==> src/rtl/rcsw_pkg.sv <==
// package for the radio core sleep and wake-up sequencer
// assumes one 125 MHz core clock; the slow clock arrives as a pin and is sampled
package rcsw_pkg;

	localparam int unsigned RCSW_CNT_W  = 32;
	localparam int unsigned RCSW_LEAD_W = 16;
	localparam int unsigned RCSW_EXT_W  = 8;

	localparam logic [RCSW_LEAD_W-1:0] RCSW_LEAD_RST    = 16'h0000;
	localparam logic [RCSW_LEAD_W-1:0] RCSW_RELEASE_RST = 16'h0001;
	localparam logic [RCSW_EXT_W-1:0]  RCSW_EXT_RST     = 8'h02;

	// slot reference: 625 us, counted in slow cycles at 32.0 kHz => 20 cycles
	localparam int unsigned RCSW_SLOT_NS       = 625000;
	localparam int unsigned RCSW_SLOW_PERIOD_NS = 31250;
	localparam logic [7:0]  RCSW_SLOT_CYCLES   = 8'(RCSW_SLOT_NS / RCSW_SLOW_PERIOD_NS);

	typedef struct packed {
		logic [RCSW_LEAD_W-1:0] wake_lead_cycles;
		logic [RCSW_LEAD_W-1:0] wake_release_cycles;
		logic [RCSW_EXT_W-1:0]  ext_wake_high_cycles;
	} rcsw_wake_irq_timing_s;

	typedef struct packed {
		logic sleep_enter;
		logic ext_wake_disable;
		logic sw_wake_request;
		logic core_clk_enable;
		logic radio_domain_up;
	} rcsw_ctrl_s;

	typedef enum logic [2:0] {
		RCSW_ACTIVE,
		RCSW_SWITCHING,
		RCSW_SLEEP,
		RCSW_EXPIRED,
		RCSW_EXITING
	} rcsw_state_e;

endpackage

==> src/rtl/rcsw_sleep_wakeup.sv <==
// deep-sleep entry and wake-up sequencer for the radio core
// assumes software drives the control ports directly; slow clock is a pin input
module rcsw_sleep_wakeup
	import rcsw_pkg::*;
#(
	parameter int unsigned CNT_W = RCSW_CNT_W
) (
	input  wire logic                           i_clk,
	input  wire logic                           i_resetn,
	input  wire logic                           i_sleep_slow_clock,
	input  wire rcsw_pkg::rcsw_wake_irq_timing_s i_wake_irq_timing_reg,
	input  wire logic [CNT_W-1:0]               i_sleep_duration_value,
	input  wire rcsw_pkg::rcsw_ctrl_s           i_ctrl,
	output logic                                o_early_wake_irq,
	output logic                                o_sleep_exit_irq,
	output logic                                o_radio_off_permitted,
	output logic                                o_in_deep_sleep,
	output logic [CNT_W-1:0]                    o_measured_sleep_reg,
	output logic [7:0]                          o_slot_phase
);
	import rcsw_pkg::*;

	// the counter must hold every lead and release count and fit the status port
	if (CNT_W < RCSW_LEAD_W) begin : g_cnt_w_small
		$error("rcsw_sleep_wakeup: CNT_W narrower than the lead count");
	end

	if (CNT_W > 32) begin : g_cnt_w_large
		$error("rcsw_sleep_wakeup: CNT_W wider than 32");
	end

	// the external high-time counter is compared in lead width
	if (RCSW_EXT_W > RCSW_LEAD_W) begin : g_ext_w_large
		$error("rcsw_sleep_wakeup: external count wider than the lead count");
	end

	// a zero-length slot would let the phase counter run through all 256 values
	if (RCSW_SLOT_CYCLES == 8'h00) begin : g_slot_zero
		$error("rcsw_sleep_wakeup: slot length is zero");
	end

	// ****************************************************
	// slow clock sampling
	// ****************************************************
	logic [2:0] slow_sync_reg;
	logic       slow_level_reg;
	logic       slow_tick;

	always_ff @(posedge i_clk) begin
		if (!i_resetn)
			slow_sync_reg <= 3'h0;
		else
			slow_sync_reg <= {slow_sync_reg[1:0], i_sleep_slow_clock};
	end

	// a change is taken only once stages two and three agree
	always_ff @(posedge i_clk) begin
		if (!i_resetn)
			slow_level_reg <= 1'h0;
		else if (slow_sync_reg[1] == slow_sync_reg[2])
			slow_level_reg <= slow_sync_reg[2];
	end

	assign slow_tick = (slow_sync_reg[1] == slow_sync_reg[2]) && slow_sync_reg[2] && !slow_level_reg;

	// ****************************************************
	// wake request handling
	// ****************************************************
	logic wake_req_eff;
	logic wake_req_d_reg;
	logic wake_req_rise;

	assign wake_req_eff = i_ctrl.sw_wake_request && !i_ctrl.ext_wake_disable;

	always_ff @(posedge i_clk) begin
		if (!i_resetn)
			wake_req_d_reg <= 1'h0;
		else
			wake_req_d_reg <= wake_req_eff;
	end

	assign wake_req_rise = wake_req_eff && !wake_req_d_reg;

	// ****************************************************
	// sequencer
	// ****************************************************
	rcsw_state_e      state_reg;
	rcsw_state_e      state_next;
	logic [CNT_W-1:0] elapsed_reg;
	logic [CNT_W-1:0] duration_reg;
	logic [CNT_W-1:0] remaining;
	logic             timer_done;
	logic             ext_wake_reg;
	logic [RCSW_EXT_W-1:0] ext_cnt_reg;
	logic             lead_hit;
	logic             release_hit;
	logic             exit_ok;

	// remaining cycles until the programmed duration; saturates at zero
	assign remaining = (elapsed_reg >= duration_reg) ? '0 : duration_reg - elapsed_reg;
	assign timer_done = (elapsed_reg >= duration_reg) || ext_wake_reg;
	assign lead_hit = remaining <= CNT_W'(i_wake_irq_timing_reg.wake_lead_cycles);
	assign release_hit = remaining <= CNT_W'(i_wake_irq_timing_reg.wake_release_cycles);
	// clocks and radio both needed; waiting here lengthens the measured sleep
	assign exit_ok = timer_done && i_ctrl.core_clk_enable && i_ctrl.radio_domain_up;

	always_comb begin
		state_next = state_reg;
		case (state_reg)
			RCSW_ACTIVE: begin
				if (i_ctrl.sleep_enter && !wake_req_eff)
					state_next = RCSW_SWITCHING;
			end
			RCSW_SWITCHING: begin
				// switch completes on the first rising slow edge, keeping the slot phase
				if (slow_tick)
					state_next = RCSW_SLEEP;
			end
			RCSW_SLEEP: begin
				if (timer_done)
					state_next = RCSW_EXPIRED;
			end
			RCSW_EXPIRED: begin
				// early wake irq must be low again before the exit irq
				if (exit_ok && !o_early_wake_irq)
					state_next = RCSW_EXITING;
			end
			RCSW_EXITING: begin
				state_next = RCSW_ACTIVE;
			end
			default: begin
				state_next = RCSW_ACTIVE;
			end
		endcase
	end

	always_ff @(posedge i_clk) begin
		if (!i_resetn)
			state_reg <= RCSW_ACTIVE;
		else
			state_reg <= state_next;
	end

	// ****************************************************
	// sleep timer
	// ****************************************************
	always_ff @(posedge i_clk) begin
		if (!i_resetn) begin
			elapsed_reg  <= '0;
			duration_reg <= '0;
		end else if (state_reg == RCSW_ACTIVE && state_next == RCSW_SWITCHING) begin
			elapsed_reg  <= '0;
			duration_reg <= i_sleep_duration_value;
		end else if ((state_reg == RCSW_SLEEP || state_reg == RCSW_EXPIRED) && slow_tick) begin
			// keeps counting while waiting for power, so overrun is measured
			if (elapsed_reg != '1)
				elapsed_reg <= elapsed_reg + CNT_W'(1);
		end
	end

	always_ff @(posedge i_clk) begin
		if (!i_resetn)
			o_measured_sleep_reg <= '0;
		else if (state_reg == RCSW_EXITING)
			o_measured_sleep_reg <= elapsed_reg;
	end

	// ****************************************************
	// early wake interrupt
	// ****************************************************
	logic                   early_fired_reg;
	logic [RCSW_LEAD_W-1:0] ext_cnt_wide;
	logic [RCSW_LEAD_W-1:0] release_plus_one;
	logic                   ext_step;
	logic                   ext_drop;

	// compared in lead width so a large release count is not cut to the
	// external field's width; a release count of all ones wraps to zero, so the count never steps
	// and the irq drops only if the external count is zero
	assign ext_cnt_wide     = RCSW_LEAD_W'(ext_cnt_reg);
	assign release_plus_one = i_wake_irq_timing_reg.wake_release_cycles + RCSW_LEAD_W'(1);
	assign ext_step = ext_wake_reg && slow_tick &&
		(ext_cnt_wide > i_wake_irq_timing_reg.wake_release_cycles);
	assign ext_drop = ext_wake_reg && slow_tick && (ext_cnt_wide <= release_plus_one);

	always_ff @(posedge i_clk) begin
		if (!i_resetn) begin
			ext_wake_reg <= 1'h0;
			ext_cnt_reg  <= '0;
		end else if (state_reg == RCSW_ACTIVE) begin
			ext_wake_reg <= 1'h0;
		end else if (wake_req_rise && !ext_wake_reg &&
			(state_reg == RCSW_SLEEP || state_reg == RCSW_SWITCHING)) begin
			ext_wake_reg <= 1'h1;
			ext_cnt_reg  <= i_wake_irq_timing_reg.ext_wake_high_cycles;
		end else if (ext_step) begin
			ext_cnt_reg <= ext_cnt_reg - RCSW_EXT_W'(1);
		end
	end

	always_ff @(posedge i_clk) begin
		if (!i_resetn) begin
			o_early_wake_irq <= 1'h0;
			early_fired_reg  <= 1'h0;
		end else if (state_reg == RCSW_ACTIVE) begin
			o_early_wake_irq <= 1'h0;
			early_fired_reg  <= 1'h0;
		end else if (wake_req_rise && !ext_wake_reg && !early_fired_reg) begin
			o_early_wake_irq <= 1'h1;
			early_fired_reg  <= 1'h1;
		end else if (ext_wake_reg) begin
			// held for ext count minus release cycles
			if (ext_drop)
				o_early_wake_irq <= 1'h0;
		end else if (state_reg == RCSW_SLEEP || state_reg == RCSW_EXPIRED) begin
			if (!early_fired_reg && (lead_hit || timer_done)) begin
				o_early_wake_irq <= 1'h1;
				early_fired_reg  <= 1'h1;
			end else if (early_fired_reg && (release_hit || timer_done) && slow_tick) begin
				o_early_wake_irq <= 1'h0;
			end
		end
	end

	// ****************************************************
	// exit interrupt, status and slot phase
	// ****************************************************
	always_ff @(posedge i_clk) begin
		if (!i_resetn)
			o_sleep_exit_irq <= 1'h0;
		else
			o_sleep_exit_irq <= (state_reg == RCSW_EXITING);
	end

	always_ff @(posedge i_clk) begin
		if (!i_resetn)
			o_radio_off_permitted <= 1'h0;
		else
			o_radio_off_permitted <= (state_next == RCSW_SLEEP || state_next == RCSW_EXPIRED);
	end

	always_ff @(posedge i_clk) begin
		if (!i_resetn)
			o_in_deep_sleep <= 1'h0;
		else
			o_in_deep_sleep <= (state_next != RCSW_ACTIVE);
	end

	// slot reference kept on the slow clock while asleep
	always_ff @(posedge i_clk) begin
		if (!i_resetn)
			o_slot_phase <= 8'h00;
		else if (o_in_deep_sleep && slow_tick)
			o_slot_phase <= (o_slot_phase >= RCSW_SLOT_CYCLES - 8'h01) ? 8'h00 : o_slot_phase + 8'h01;
	end

endmodule

==> config.mk <==
export PLATFORM = sky130hd
export DESIGN_NAME = rcsw_sleep_wakeup
export DESIGN_NICKNAME = d
export VERILOG_FILES = /design/src/rtl/rcsw_pkg.sv /design/src/rtl/rcsw_sleep_wakeup.sv
export SDC_FILE = /design/constraint.sdc
export NUM_CORES = 1
export LEC_CHECK = 0
export ABC_AREA = 1
export BUFFER_PORTS_ARGS = -buffer_cell sky130_fd_sc_hd__buf_2
export CORE_MARGIN = 2
export CORE_UTILIZATION = 35
export CTS_CLUSTER_DIAMETER = 80
export DETAILED_ROUTE_END_ITERATION = 8
export GPL_TIMING_DRIVEN = 1
export HOLD_SLACK_MARGIN = 0.1
export PLACE_DENSITY = 0.6
export SLEW_MARGIN = 20
export SYNTH_ARGS = -nofsm -noshare
export SYNTH_HDL_FRONTEND = slang
export SYNTH_SLANG_ARGS = --single-unit
==> constraint.sdc <==
create_clock -name i_clk -period 3.71 [get_ports i_clk]
set_clock_uncertainty 0.2 [all_clocks]
set_input_delay 0.742 -clock i_clk [delete_from_list [all_inputs] [get_ports i_clk]]
set_output_delay 0.742 -clock i_clk [all_outputs]
set_load 0.05 [all_outputs]
==> out/qor.txt, run 1 <==
Worst setup SP type -> flip-flop
Worst Setup Path Type -> reg -> reg
Tcrit/Tclk final -> 97.31%
# IOs -> 124
CP endpoint -> o_early_wake_irq$_SDFFE_PP0P_
Final wirelength -> 27,310 um
Placement Setup Slack -> -0.05814 ns
Final min period -> 3.610 ns
Nets -> 1,772
Core area -> 25,250 um2
Post-DP HPWL -> 21,560 um
CP peak stage delay -> 0.36 ns
Via density -> 4.843
Normalized max-slew margin -> 53.52%
Final ANT Viol Nets -> 0
Initial drt markers -> 628
Tightest Pin Transition -> 0.6971 ns
Reg-to-reg critical path endpoint -> o_early_wake_irq$_SDFFE_PP0P_
Worst min-delay path category -> reg -> reg
Drt wl/cell -> 13.99 um
Global-route wire length before repair -> 42,910 um
Gp weighted congestion -> 0.9433
Critical path fanouts, max -> 3
LEAKAGE -> 5.832 nW
Adder-cell share of the synthesized area -> 11.72%
Final Slew Violations -> 0
Worst R2R Setup Slack -> 0.1 ns
Cell Area, Synth -> 9034 um2
Reg-to-Reg Start -> duration_reg[0]$_SDFFE_PN0P_
Vias in the first global route -> 8,864
Clk slew on worst S/H paths -> 0.06 ns
Peak supply drop -> 227.0 uV
Max Fclk -> 0.2770 GHz
Clock Path Buffers -> 2
Pwr Total -> 4.704 mW
Initial antenna violation count -> 1
Cell variety after synth -> 51
Mux contribution to synthesized area -> 0.1108%
Synth Area per Inst -> 6.638 um2
Reg2Reg Depth -> 30
Xor/xnor share of the synthesized area -> 3.684%
Die width -> 164.7 um
Synth Net Count -> 1,525
Vias -> 9,453
Full die area -> 27,110 um2
Layout area overhead -> 33.03%
Number of CTS-inserted buffers -> 17
CP endpoint kind -> flip-flop
CP most frequent cell -> nand2_4
CTS tree -> done
Async set-or-reset flop fraction in the synthesized netlist -> 0%
Share of cells above drive strength 1 -> 25.91%
Synth Area in Simple Gates -> 31.88%
Pin count of the biggest net entering global routing -> 80
Fill cells -> 2,589
Post-synth EDFFs -> 0
Syn Inst Count -> 1,361
Synth Area in Compound Gates -> 15.50%
Post-route DRC -> 0
Largest family of logic cells by synthesized area -> simple AND/OR/NAND/NOR gates
Status -> complete, no violations
Sequential area share after synthesis -> 27.92%
Crit path launch -> duration_reg[0]$_SDFFE_PN0P_
CTS Root Cell -> clkbuf_16
Final hold violations -> 0
Clock sink count -> 126
Arr. time, crit path -> 3.76 ns
Unrepaired setup endpoints after global routing -> true
Min setup slack post-route -> 0.09996 ns
# port buffers -> 123
First-pass DRT Iterations -> 8
Initial Utilization -> 35.77%
GR Util All Layers -> 20.08%
Critical path's slowest cell -> fa_2
Max_cap viols -> 0
Yosys Warn Count -> 0
Clock insertion delay at the later pin of the skew report -> 0.42 ns
Num rows -> 58
Synth Flop Type -> dfxtp_1
Htree depth -> 4
PD cells -> 391.4 nW/um2
Final setup violation count -> 0
Synthesized flop and latch total -> 126
Req. time, crit path -> 3.86 ns
Grt ovf -> 0
Die Y -> 164.7 um
-- cells by family (layout without fill, tap and decap cells) --
kind of cell	after synthesis	count (layout)
XOR/XNOR	38	38
AND/OR/NAND/NOR	634	634
AO/OA/AOI/OAI	259	259
buffers and inverters	219	479
other	0	1
adder cells (fa/ha/maj)	84	84
flip-flops	126	126
multiplexers	1	1
-- layer usage --
layer  share of wire (%)  global-route usage, %
met1                  47                  26.02
met2                  47                  34.18
met3                 3.6                  3.139
met4                 2.4                  6.403
met5                   0                      0
-- timing repair --
item                       4_1_cts  5_1_grt
hold buffers                     0        0
buffers inserted                 0        7
pin swaps                        0       23
resized for setup                6       80
setup endpoints to repair        2        2
-- through the flow --
step                 TNS, ns  cell area (um2)  hold slack (ns)  utilization [%]  cells
floorplan                  0             9034           0.1905                -   1361
global placement    -0.03231            10900           0.2098            43.16   1912
detailed placement  -0.09061            10900           0.2088            43.16   1912
CTS                        0            11520           0.2210            45.64   1944
global route         -0.2852            12020           0.2627            47.58   1951
finish                     0            12020           0.2162            47.59   1952
-- cells in the mapped netlist, types with 9 or more instances --
master,n,share of area [%]
dfxtp_1,126,28
clkbuf_1,24,1.0
xor2_1,26,2.5
inv_1,183,7.6
a21oi_1,107,5.9
nand4_1,25,1.7
xnor2_1,12,1.2
nand3_1,54,3.0
o21ai_0,110,6.1
nor2_1,191,7.9
nand2_1,265,11
nor4_1,9,0.62
nand2_2,15,1.0
nor3_1,29,1.6
ha_1,83,11
-- power breakdown --
| group | internal [mW] | total, mW | switching, mW |
|---|---|---|---|
| clock | 1.02 | 1.68 | 0.650 |
| sequential | 1.39 | 1.43 | 0.0375 |
| combinational | 0.676 | 1.60 | 0.923 |
| total | 3.09 | 4.70 | 1.61 |
-- worst max-delay path, delay by kind of cell (launching register included) --
kind	cells	cell delay, ns
AO/OA/AOI/OAI	3	0.26
buffers and inverters	5	0.29
flip-flops	1	0.31
adder cells (fa/ha/maj)	3	0.80
AND/OR/NAND/NOR	19	1.69
-- final cells by class --
type / count / area, um2 / area share (%)
multi-input combinational: 1016 / 6146 / 51.14
sequential: 126 / 2525 / 21.01
timing repair buffer: 255 / 1610 / 13.40
inverter: 192 / 728.2 / 6.059
clock buffer: 19 / 452.9 / 3.769
tap: 330 / 412.9 / 3.436
clock inverter: 13 / 140.1 / 1.166
antenna: 1 / 2.502 / 0.02082
-- how the worst min path moves through the flow --
| stage | from | to | slack (ns) | cells past startpoint |
|---|---|---|---|---|
| final | slow_sync_reg[0]$_SDFF_PN0_ | slow_sync_reg[1]$_SDFF_PN0_ | 0.22 | 2 |
| after global routing | slow_sync_reg[0]$_SDFF_PN0_ | slow_sync_reg[1]$_SDFF_PN0_ | 0.26 | 2 |
| after CTS | slow_sync_reg[0]$_SDFF_PN0_ | slow_sync_reg[1]$_SDFF_PN0_ | 0.22 | 2 |
| after detailed placement | slow_sync_reg[0]$_SDFF_PN0_ | slow_sync_reg[1]$_SDFF_PN0_ | 0.21 | 2 |
| after global placement | slow_sync_reg[0]$_SDFF_PN0_ | slow_sync_reg[1]$_SDFF_PN0_ | 0.21 | 2 |
| after floorplan | slow_sync_reg[0]$_SDFF_PN0_ | slow_sync_reg[1]$_SDFF_PN0_ | 0.19 | 2 |
-- cells in the final DEF, fill, tap and decap left out, drive strengths merged, types with 5 or more instances in the layout --
master / count
a211oi: 6
a21oi: 110
a31oi: 7
buf: 255
clkbuf: 19
clkinv: 8
dfxtp: 126
ha: 83
inv: 191
nand2: 287
nand3: 55
nand3b: 5
nand4: 29
nor2: 202
nor3: 30
nor3b: 7
nor4: 11
o21a: 6
o21ai: 112
o21bai: 6
or2: 5
xnor2: 12
xor2: 26
(Power assumes the default switching activity.)
==> run 2: changes to the inputs <==
- CORE_ASPECT_RATIO: not set -> 0.5
- HOLD_SLACK_MARGIN: 0.1 -> not set
==> out/qor.txt, run 2 (same netlist as run 1, synthesis figures left out) <==
Status -> complete, no violations
Most common cell after layout, fill and taps aside -> nand2_1
Clock sink count -> 126
Post-route DRC -> 0
Cell family with most CP delay -> simple AND/OR/NAND/NOR gates
Grt ovf -> 0
Worst min-delay path category -> reg -> reg
Final ANT Viol Nets -> 0
Placed inst area -> 11,040 um2
Number of CTS-inserted buffers -> 17
Pin count of the biggest net entering global routing -> 80
Worst R2R Setup Slack -> 0.09 ns
Inserted Diodes -> 0
LEAKAGE -> 5.920 nW
Via density -> 4.794
Placement Setup Slack -> -0.02603 ns
Htree depth -> 4
Final wirelength -> 28,090 um
CP peak stage delay -> 0.36 ns
Req. time, crit path -> 3.83 ns
Multi-input gate area -> 6135 um2
Critical path fanouts, max -> 3
Vias -> 9,521
Core area -> 25,290 um2
Global-route wire length before repair -> 44,640 um
Vias in the first global route -> 8,842
Layout area overhead -> 34.61%
Reg2Reg Depth -> 29
Origin of the worst min-delay path -> slow_sync_reg[0]$_SDFF_PN0_
PD cells -> 391.2 nW/um2
Nets -> 1,793
Clock insertion delay at the later pin of the skew report -> 0.44 ns
Worst Setup Path Type -> reg -> reg
Drt wl/cell -> 14.15 um
Max Fclk -> 0.2760 GHz
# IOs -> 124
Final Slew Violations -> 0
WHS -> 0.2114 ns
# port buffers -> 123
Final hold violations -> 0
Num rows -> 41
Hold Path End -> slow_sync_reg[1]$_SDFF_PN0_
Normalized max-slew margin -> 49.75%
Initial drt markers -> 627
Die Y -> 117.6 um
Min setup slack post-route -> 0.08626 ns
Tcrit/Tclk final -> 97.68%
Fill cells -> 2,544
Final instance area -> 12,160 um2
Unrepaired setup endpoints after global routing -> true
GR Util All Layers -> 20.64%
Reg-to-reg critical path endpoint -> o_early_wake_irq$_SDFFE_PP0P_
Final setup TNS -> 0 ns
CP Buf/Inv Count -> 4
Reg-to-Reg Start -> duration_reg[0]$_SDFFE_PN0P_
Initial Utilization -> 35.72%
CP most frequent cell -> nand2_4
Final min period -> 3.624 ns
Hold Path Stages -> 2
Die width -> 231.2 um
Post-DP HPWL -> 22,400 um
Clock Path Buffers -> 2
Tightest Pin Transition -> 0.7529 ns
Max_cap viols -> 0
CTS tree -> done
First-pass DRT Iterations -> 6
Gp weighted congestion -> 0.9050
Full die area -> 27,190 um2
CTS Hold Bufs -> 0
CP endpoint kind -> flip-flop
Seq. cell area -> 2526 um2
Worst setup SP type -> flip-flop
Peak supply drop -> 383.4 uV
Commonest non-fill, non-tap cells in the layout -> nand2_1 (254), nor2_1 (182), inv_1 (168), buf_4 (153)
Share of cells above drive strength 1 -> 27.34%
Clk slew on worst S/H paths -> 0.07 ns
CTS Root Cell -> clkbuf_16
Initial antenna violation count -> 0
Arr. time, crit path -> 3.74 ns
Final setup violation count -> 0
Critical path's slowest cell -> fa_2
==> run 2: cell count changes in the layout (fill, tap and decap cells not counted), sizes merged <==
cell	before	now
clkinvlp	4	3
bufinv	2	1
clkbuf	19	18
inv	191	194
buf	255	276
diode	1	0
==> run 2: worst register-to-register path, delay by kind of cell, from the launching register on <==
kind | cells | cell delay (ns)
compound gates | 3 | 0.21
fa+ha+maj | 3 | 0.78
buf+inv | 4 | 0.37
flops | 1 | 0.32
simple gates | 19 | 1.61
==> run 2: per-layer routing <==
metal	global-route usage, %	vias to the layer above	share of wire (%)	routed length [um]
met5	0	-	0	0
met4	4.798	0	1.4	380
met3	4.239	25	5.5	1557
met2	32.53	174	44	12390
met1	28.81	4322	49	13770
li1	-	5000	-	-
==> run 2: final cells by class <==
cell class	count	area share [%]
clock inverters	14	1.111
clock buffers	18	3.611
repair buffers	276	14.51
multi-input cells	1016	50.45
well taps	344	3.539
inverters	192	6.009
flip-flops and latches	126	20.77
==> run 2: worst max-delay path by stage <==
stage                                    end  cells after the start                          from
2_1_floorplan  o_early_wake_irq$_SDFFE_PP0P_                     26   elapsed_reg[0]$_SDFFE_PP0P_
3_3_place_gp   o_early_wake_irq$_SDFFE_PP0P_                     30  duration_reg[0]$_SDFFE_PN0P_
3_5_place_dp   o_early_wake_irq$_SDFFE_PP0P_                     29   elapsed_reg[0]$_SDFFE_PP0P_
4_1_cts        o_early_wake_irq$_SDFFE_PP0P_                     24  elapsed_reg[10]$_SDFFE_PP0P_
5_1_grt         early_fired_reg$_SDFFE_PP0P_                     25  elapsed_reg[30]$_SDFFE_PP0P_
6_report       o_early_wake_irq$_SDFFE_PP0P_                     29  duration_reg[0]$_SDFFE_PN0P_
==> run 2: stage by stage <==
step / utilization (%) / power (mW) / cells
floorplan: - / 2.398 / 1361
global placement: 43.64 / 2.924 / 1942
detailed placement: 43.64 / 2.932 / 1942
CTS: 45.95 / 4.605 / 1974
global route: 48.08 / 5.040 / 1986
finish: 48.08 / 4.757 / 1986
==> run 2: what timing repair did <==
item,CTS,global route
pin swaps,0,22
endpoints found under the setup margin,2,2
resized for setup,2,93
setup buffers,0,12
==> run 2: power breakdown <==
group,internal [mW],switching [mW]
combinational,0.732,0.940
sequential,1.39,0.0334
clock,0.950,0.710
